$ cat config.mk
export PLATFORM = sky130hd
export DESIGN_NAME = rts_sequencer
export DESIGN_NICKNAME = d
export VERILOG_FILES = /design/src/core/rts_pkg.sv /design/src/core/rts_sequencer.sv
export SDC_FILE = /design/constraint.sdc
export NUM_CORES = 1
export LEC_CHECK = 0
export ABC_AREA = 1
export BUFFER_PORTS_ARGS = -buffer_cell sky130_fd_sc_hd__buf_2
export CAP_MARGIN = 20
export CORE_ASPECT_RATIO = 1.4
export CORE_MARGIN = 3
export CORE_UTILIZATION = 58
export CTS_BUF_LIST = sky130_fd_sc_hd__clkbuf_8
export DETAILED_ROUTE_END_ITERATION = 10
export PLACE_DENSITY = 0.87
export SETUP_SLACK_MARGIN = 0.15
export SYNTH_ARGS = -nofsm -noshare
export SYNTH_HDL_FRONTEND = slang
export SYNTH_SLANG_ARGS = --single-unit
$ cat constraint.sdc
create_clock -name ref_clk_i -period 2.7 [get_ports ref_clk_i]
set_input_delay 0.27 -clock ref_clk_i [delete_from_list [all_inputs] [get_ports ref_clk_i]]
set_output_delay 0.27 -clock ref_clk_i [all_outputs]
set_load 0.005 [all_outputs]
$ cat src/core/rts_pkg.sv
// Purpose: shared constants and carriers of the reset time-out sequencer
// Assumes: one 10 MHz reference clock
// Notes:   register indices are word indices, byte address is index * 4
package rts_pkg;

  localparam int unsigned CLK_PERIOD_NS      = 100;
  localparam int unsigned POWER_UP_DELAY_MS  = 64;
  localparam int unsigned POWER_UP_DELAY_TIMER_CYCLES_DEF    =
    (POWER_UP_DELAY_MS * 1000000) / CLK_PERIOD_NS;
  localparam int unsigned RC_DIV_DEF         = 10;
  localparam int unsigned POWER_UP_DELAY_TIMER_TICKS_DEF     = POWER_UP_DELAY_TIMER_CYCLES_DEF / RC_DIV_DEF;
  localparam int unsigned OST_PERIODS_DEF    = 1024;
  localparam int unsigned BOR_FILTER_NS      = 2000;
  localparam int unsigned BOR_FILT_CYC_DEF   =
    (BOR_FILTER_NS + CLK_PERIOD_NS - 1) / CLK_PERIOD_NS;

  // Register word indices
  localparam logic [9:0]  IDX_RESET_CAUSE    = 10'h08E;
  localparam logic [9:0]  IDX_STATUS_WORD    = 10'h003;
  // Field positions
  localparam int unsigned CAUSE_BOR_BIT      = 0;
  localparam int unsigned CAUSE_POR_BIT      = 1;
  localparam int unsigned STAT_PD_BIT        = 3;
  localparam int unsigned STAT_TO_BIT        = 4;
  // Flag values after the asynchronous reset (taken as power-on)
  localparam logic        RST_POR_FLAG       = 1'b0;
  localparam logic        RST_BOR_FLAG       = 1'b0;
  localparam logic        RST_TO_FLAG        = 1'b1;
  localparam logic        RST_PD_FLAG        = 1'b1;

  localparam logic [1:0]  BOR_ALWAYS         = 2'h3;
  localparam logic [1:0]  BOR_NO_SLEEP       = 2'h2;
  localparam logic [2:0]  OSC_HS             = 3'h2;
  localparam logic [2:0]  OSC_EC             = 3'h3;

  typedef struct packed {
    logic       delay_timer_disable_fuse;
    logic [1:0] brownout_mode_fuse;
    logic [2:0] osc_mode;
  } rts_fuse_t;

  typedef struct packed {
    logic        psel;
    logic        penable;
    logic        pwrite;
    logic [11:0] paddr;
    logic [31:0] pwdata;
  } rts_apb_req_t;

  typedef struct packed {
    logic        pready;
    logic        pslverr;
    logic [31:0] prdata;
  } rts_apb_rsp_t;

  typedef enum logic [3:0] {
    ST_HOLD = 4'b0001,
    ST_POWER_UP_DELAY_TIMER = 4'b0010,
    ST_OST  = 4'b0100,
    ST_RUN  = 4'b1000
  } rts_state_t;

endpackage : rts_pkg

$ cat src/core/rts_sequencer.sv
// Purpose: reset time-out sequencer with reset-cause flags behind APB
// Assumes: all inputs synchronous to ref_clk_i; osc_tick_i one pulse per
//          main oscillator period
// Notes:   the RC time base is a divider of the reference clock
`timescale 1ns/1ns
module rts_sequencer #(
  parameter int unsigned POWER_UP_DELAY_TIMER_TICKS   = rts_pkg::POWER_UP_DELAY_TIMER_TICKS_DEF,
  parameter int unsigned RC_DIV       = rts_pkg::RC_DIV_DEF,
  parameter int unsigned OST_PERIODS  = rts_pkg::OST_PERIODS_DEF,
  parameter int unsigned BOR_FILT_CYC = rts_pkg::BOR_FILT_CYC_DEF
) (
  input  wire logic                ref_clk_i,
  input  wire logic                resetn_i,
  input  wire rts_pkg::rts_fuse_t  fuse_i,
  input  wire logic                por_pulse_i,
  input  wire logic                vdd_low_i,
  input  wire logic                osc_tick_i,
  input  wire logic                wdt_timeout_i,
  input  wire logic                sleep_cmd_i,
  input  wire logic                irq_wake_i,
  input  wire logic                ext_reset_pin_n_i,
  input  wire rts_pkg::rts_apb_req_t apb_i,
  output logic                     apb_pready_o,
  output logic                     apb_pslverr_o,
  output logic [31:0]              apb_prdata_o,
  output logic                     core_reset_o,
  output logic                     sleeping_o
);
  import rts_pkg::*;

  localparam int PW = $clog2(POWER_UP_DELAY_TIMER_TICKS + 1);
  localparam int OW = $clog2(OST_PERIODS + 1);
  localparam int RW = $clog2(RC_DIV + 1);
  localparam int BW = $clog2(BOR_FILT_CYC + 1);
  localparam logic [PW-1:0] POWER_UP_DELAY_TIMER_LAST = PW'(POWER_UP_DELAY_TIMER_TICKS - 1);
  localparam logic [OW-1:0] OST_LAST  = OW'(OST_PERIODS - 1);
  localparam logic [RW-1:0] RC_LAST   = RW'(RC_DIV - 1);
  localparam logic [BW-1:0] BOR_LAST  = BW'(BOR_FILT_CYC - 1);

  function automatic logic is_crystal(input logic [2:0] mode);
    is_crystal = (mode <= OSC_HS);
  endfunction : is_crystal

  function automatic logic [9:0] word_index(input logic [11:0] addr);
    word_index = addr[11:2];
  endfunction : word_index

  // ---------------- RC time base ----------------
  logic [RW-1:0] rc_cnt_q, rc_cnt_d;
  logic          rc_tick;

  always_comb begin
    rc_tick  = (rc_cnt_q == RC_LAST);
    rc_cnt_d = rc_tick ? '0 : rc_cnt_q + 1'b1;
  end

  always_ff @(posedge ref_clk_i or negedge resetn_i) begin
    if (!resetn_i) begin
      rc_cnt_q <= '0;
    end else begin
      rc_cnt_q <= rc_cnt_d;
    end
  end

  // ---------------- Brown-out filter ----------------
  logic          sleep_q, sleep_d;
  logic [BW-1:0] bor_cnt_q, bor_cnt_d;
  logic          bor_en;
  logic          bor_evt;
  logic          vdd_ok;

  always_comb begin
    bor_en = (fuse_i.brownout_mode_fuse == BOR_ALWAYS) ||
             (fuse_i.brownout_mode_fuse == BOR_NO_SLEEP && !sleep_q);
    vdd_ok = !bor_en || !vdd_low_i;
    bor_evt = 1'b0;
    bor_cnt_d = '0;
    if (bor_en && vdd_low_i) begin
      // Saturates so a long dip gives one event, not a train
      bor_cnt_d = bor_cnt_q;
      if (bor_cnt_q != BW'(BOR_FILT_CYC)) begin
        bor_cnt_d = bor_cnt_q + 1'b1;
      end
      bor_evt = (bor_cnt_q == BOR_LAST);
    end
  end

  always_ff @(posedge ref_clk_i or negedge resetn_i) begin
    if (!resetn_i) begin
      bor_cnt_q <= '0;
    end else begin
      bor_cnt_q <= bor_cnt_d;
    end
  end

  // ---------------- Sequencer ----------------
  rts_state_t    state_q, state_d;
  logic          start_power_up_delay_timer_q, start_power_up_delay_timer_d;
  logic [PW-1:0] power_up_delay_timer_cnt_q, power_up_delay_timer_cnt_d;
  logic [OW-1:0] ost_cnt_q, ost_cnt_d;
  logic          pin_q;
  logic          pin_fall;
  logic          wdt_reset;
  logic          wake_evt;
  logic          core_reset_q, core_reset_d;

  always_comb begin
    pin_fall  = pin_q && !ext_reset_pin_n_i;
    wdt_reset = wdt_timeout_i && !sleep_q;
    wake_evt  = sleep_q && (irq_wake_i || wdt_timeout_i || pin_fall);
    state_d      = state_q;
    start_power_up_delay_timer_d = start_power_up_delay_timer_q;
    power_up_delay_timer_cnt_d   = power_up_delay_timer_cnt_q;
    ost_cnt_d    = ost_cnt_q;
    sleep_d      = sleep_q;
    if (por_pulse_i || bor_evt) begin
      state_d      = ST_HOLD;
      start_power_up_delay_timer_d = 1'b1;
      sleep_d      = 1'b0;
    end else if (wdt_reset) begin
      state_d = ST_HOLD;
    end else begin
      case (state_q)
        ST_HOLD: begin
          // Power-on pulse has ended here
          if (vdd_ok) begin
            start_power_up_delay_timer_d = 1'b0;
            power_up_delay_timer_cnt_d   = '0;
            ost_cnt_d    = '0;
            if (start_power_up_delay_timer_q && !fuse_i.delay_timer_disable_fuse) begin
              state_d = ST_POWER_UP_DELAY_TIMER;
            end else if (start_power_up_delay_timer_q && is_crystal(fuse_i.osc_mode)) begin
              state_d = ST_OST;
            end else begin
              state_d = ST_RUN;
            end
          end
        end
        ST_POWER_UP_DELAY_TIMER: begin
          if (rc_tick) begin
            power_up_delay_timer_cnt_d = power_up_delay_timer_cnt_q + 1'b1;
            if (power_up_delay_timer_cnt_q == POWER_UP_DELAY_TIMER_LAST) begin
              state_d = is_crystal(fuse_i.osc_mode) ? ST_OST : ST_RUN;
            end
          end
        end
        ST_OST: begin
          if (osc_tick_i) begin
            ost_cnt_d = ost_cnt_q + 1'b1;
            if (ost_cnt_q == OST_LAST) begin
              state_d = ST_RUN;
            end
          end
        end
        ST_RUN: begin
          if (sleep_cmd_i && !sleep_q) begin
            sleep_d = 1'b1;
          end else if (wake_evt) begin
            sleep_d   = 1'b0;
            ost_cnt_d = '0;
            if (is_crystal(fuse_i.osc_mode)) begin
              state_d = ST_OST;
            end
          end
        end
        default: begin
          state_d = ST_HOLD;
        end
      endcase
    end
    // Pin only gates the core; the timers carry on regardless
    core_reset_d = (state_d != ST_RUN) || !ext_reset_pin_n_i;
  end

  always_ff @(posedge ref_clk_i or negedge resetn_i) begin
    if (!resetn_i) begin
      state_q      <= ST_HOLD;
      start_power_up_delay_timer_q <= 1'b1;
      power_up_delay_timer_cnt_q   <= '0;
      ost_cnt_q    <= '0;
      sleep_q      <= 1'b0;
      pin_q        <= 1'b0;
      core_reset_q <= 1'b1;
    end else begin
      state_q      <= state_d;
      start_power_up_delay_timer_q <= start_power_up_delay_timer_d;
      power_up_delay_timer_cnt_q   <= power_up_delay_timer_cnt_d;
      ost_cnt_q    <= ost_cnt_d;
      sleep_q      <= sleep_d;
      pin_q        <= ext_reset_pin_n_i;
      core_reset_q <= core_reset_d;
    end
  end

  // ---------------- Flags and APB slave ----------------
  logic         por_flag_q, por_flag_d;
  logic         bor_flag_q, bor_flag_d;
  logic         to_q, to_d;
  logic         pd_q, pd_d;
  rts_apb_rsp_t rsp_q, rsp_d;
  logic         acc;
  logic         wr_done;
  logic [9:0]   idx;

  always_comb begin
    idx     = word_index(apb_i.paddr);
    acc     = apb_i.psel && apb_i.penable;
    wr_done = acc && apb_i.pwrite && rsp_q.pready;
    rsp_d   = '0;
    if (acc && !rsp_q.pready) begin
      rsp_d.pready = 1'b1;
      case (idx)
        IDX_RESET_CAUSE: begin
          rsp_d.prdata[CAUSE_POR_BIT] = por_flag_q;
          rsp_d.prdata[CAUSE_BOR_BIT] = bor_flag_q;
        end
        IDX_STATUS_WORD: begin
          rsp_d.prdata[STAT_TO_BIT] = to_q;
          rsp_d.prdata[STAT_PD_BIT] = pd_q;
        end
        default: begin
          rsp_d.pslverr = 1'b1;
        end
      endcase
    end
    por_flag_d = por_flag_q;
    bor_flag_d = bor_flag_q;
    to_d       = to_q;
    pd_d       = pd_q;
    // Software first, hardware events after so they win on a collision
    if (wr_done && idx == IDX_RESET_CAUSE) begin
      por_flag_d = apb_i.pwdata[CAUSE_POR_BIT];
      bor_flag_d = apb_i.pwdata[CAUSE_BOR_BIT];
    end
    if (sleep_cmd_i && state_q == ST_RUN && !sleep_q) begin
      to_d = 1'b1;
      pd_d = 1'b0;
    end
    if (por_pulse_i) begin
      por_flag_d = 1'b0;
      to_d       = 1'b1;
      pd_d       = 1'b1;
    end else if (bor_evt) begin
      // Flag is meaningless with mode 00, no event can occur then
      bor_flag_d = 1'b0;
      to_d       = 1'b1;
      pd_d       = 1'b1;
    end else if (wdt_timeout_i) begin
      to_d = 1'b0;
      if (sleep_q) begin
        pd_d = 1'b0;
      end
    end else if (pin_fall && sleep_q) begin
      to_d = 1'b1;
      pd_d = 1'b0;
    end
    // Pin reset in run touches no flag at all
  end

  always_ff @(posedge ref_clk_i or negedge resetn_i) begin
    if (!resetn_i) begin
      por_flag_q <= RST_POR_FLAG;
      bor_flag_q <= RST_BOR_FLAG;
      to_q       <= RST_TO_FLAG;
      pd_q       <= RST_PD_FLAG;
      rsp_q      <= '0;
    end else begin
      por_flag_q <= por_flag_d;
      bor_flag_q <= bor_flag_d;
      to_q       <= to_d;
      pd_q       <= pd_d;
      rsp_q      <= rsp_d;
    end
  end

  always_comb begin
    apb_pready_o  = rsp_q.pready;
    apb_pslverr_o = rsp_q.pslverr;
    apb_prdata_o  = rsp_q.prdata;
    core_reset_o  = core_reset_q;
    sleeping_o    = sleep_q;
  end
endmodule : rts_sequencer

==> metrics.txt <==
worst-path cell chain=inv_1 -> nand4_1 -> nand3_1 -> nand2_1 -> nor2_1 -> buf_4 -> nand2_1 -> nand2_1 -> nand2_1; hold buffer count at cts=1; Worst Skew=around 13 ps; status=completed; R2R depth=9; Fmax=515 MHz; Final Setup Violations=0; Clk network pwr share=34.7%; CP most frequent cell=nand2_1; RSZ-0062 raised after global routing=no; GPL Wtd Cong=0.905; Total Neg Setup Slack=0 ps; fillers=about 480; cells after synthesis=486; ys flop type=dfrtp_1; FFs w/ async S/R, synth=100%; Non-Filler Instances=594; routed wire length=7260 um; Max Transition Viols Final=0; Worst VDD drop=0.367 mV; Root Driver=clkbuf_8; yosys warns=0; first-pass GRT wire length=12,700 um; hold path depth=1; num rows=32; H-tree depth=2; Worst Setup End Kind=flip-flop; top-area cell type share of the netlist area=34.9%; initial antenna violation count=0; clock latency on the worst-skew pair=310 ps; via-per-instance ratio=5.15; PortBufs=37; P_int=between 1 and 1.5 mW; FF/Latch Area=approximately 1400 um2; Antenna Cells=0; ANT nets after route=0; Multi-input gate area=1780 um2; setup bufs post-CTS=0; synthesized area=3510 um2; Seq cells post-synth=54; DRC=0; top cells by count, synth=135 x nand2_1, 67 x nor2_1, 51 x inv_1; height of the die=roughly 98 um; switching part of the total=roughly 25%; top-count cell post-synth=nand2_1; initial core utilization=61.8%; Top Ports=98; post-CTS sizing=0; Post-synth EDFFs=0; post-DP HPWL=5440 um; crit-path max FO=12; drt first-iter violations=182; Hold Slack=just under 100 ps; final worst-path cycle share=71.9%; max incr delay on CP=roughly 420 ps; Rel. slew slack=63.1%; Clock Pin Slew Worst Setup and Hold Paths=100 ps; Clock Sinks=54; synth-to-layout area growth=7.23%; post-synthesis sequential area ratio=38.6%; vias in the first global route=3,096; power share of the sequential group=between 50% and 60%; wire per inst=12.2 um; final hold viol count=0; Die W=between 70 and 80 um; DIE AREA=7040 um2; Power per Cell Area=between 400 and 500 nW/um2; nets=591; TritonCTS clock tree=yes; Vias=3,062; post-synth top area cell=dfrtp_1; crit path kind=flip-flop to flip-flop; CP arrival=~2200 ps; Slowest cell on crit path=dfrtp_1; dpl cells=approximately 590; Comb pwr share=11.4%; switching power total=0.390 mW; HP Class=input pin to flip-flop; total core area=5690 um2; TritonCTS Buffers=5; Worst EP required=2910 ps; grt ovf=0; synth top area cells=dfrtp_1 35%, nand2_1 14%, nor2_1 7.2%; startpoint types=flip-flop; minimum clock period=1940 ps; Synth Area per Inst=7.23 um2; post-synthesis cell type count=35; leakage=1.91 nW; clk buf depth=2; Slew @ Worst Pin=554 ps; Max Cap Viol=0; largest net degree at the start of global routing=27; GRT Util Overall=21.8%; DR pass1 iterations=5; layout cell share with drive strength beyond 1=16.0%
## path summary, 6_finish.rpt
check	startpoint	end	slack, ps
setup / recovery	state_q[3]	ost_cnt_q[8]	760
min in group asynchronous	resetn_i	apb_pslverr_o	470
hold reg to reg	pd_q	apb_prdata_o[3]	500
max in group asynchronous	resetn_i	core_reset_o	1520
hold / removal	ext_reset_pin_n_i	pin_q	100
setup reg to reg	state_q[3]	ost_cnt_q[8]	760
## power groups by stage
stage          logic (mW)  registers [mW]  clock network (mW)
2_1_floorplan       0.142           0.845                   0
3_3_place_gp        0.169           0.846                   0
3_5_place_dp        0.172           0.846                   0
4_1_cts             0.175           0.831               0.548
5_1_grt             0.198           0.832               0.577
6_report            0.175           0.831               0.533
## layout by cell type, fill, tap and decap left out, types with 12 or more instances in the layout
cell type  instances
xor2_1            12
dfrtp_1           49
nand4_1           12
inv_1             52
conb_1            28
nand3_1           48
buf_2             37
nor2_1            67
nand2_1          135
## registers in the layout, summed over array words and instances, names as in the netlist
name / cells
state_q: 4
apb_prdata_o: 4
to_q: 1
bor_cnt_q: 5
apb_pready_o: 1
pd_q: 1
apb_pslverr_o: 1
pin_q: 1
sleeping_o: 1
core_reset_o: 1
rc_cnt_q: 4
ost_cnt_q: 11
start_power_up_delay_timer_q: 1
bor_flag_q: 1
por_flag_q: 1
power_up_delay_timer_cnt_q: 16
## worst max-delay path: cells and delay by family, from the launching register on
kind	cells	cell delay (ps)
and+or+nand+nor	7	1130
buffers and inverters	2	310
DFF	1	420
## cell families after synthesis
group / share of synthesized area [%]
flip-flops: 38.6
other: 0.107
adder cells (fa/ha/maj): 1.42
AND/OR/NAND/NOR: 37.1
buffers and inverters: 13.5
XOR/XNOR: 3.24
AO/OA/AOI/OAI: 5.95
## area by class of cell
class	count	area share, %
Tap cell	68	2.26
Sequential cell	54	36.0
Timing Repair Buffer	42	5.98
Inverter	55	5.48
Clock inverter	3	1.10
Clock buffer	5	1.83
Multi-Input combinational cell	367	47.3
## metal layers
metal	track usage, %	share of wire (%)
met2	40.3	54
met3	2.88	4.3
met1	24.8	40
met5	0	0
met4	8.10	1.9
## stage by stage
| stage | instance area (um2) | power, mW | worst slack [ps] | utilization [%] |
|---|---|---|---|---|
| floorplan | 3610 | 0.986 | 1240 | - |
| global placement | 3650 | 1.01 | 835 | 64.2 |
| detailed placement | 3650 | 1.02 | 804 | 64.2 |
| CTS | 3770 | 1.55 | 765 | 66.3 |
| global route | 3770 | 1.61 | 546 | 66.3 |
| finish | 3770 | 1.54 | 759 | 66.3 |
(Power assumes the default switching activity.)
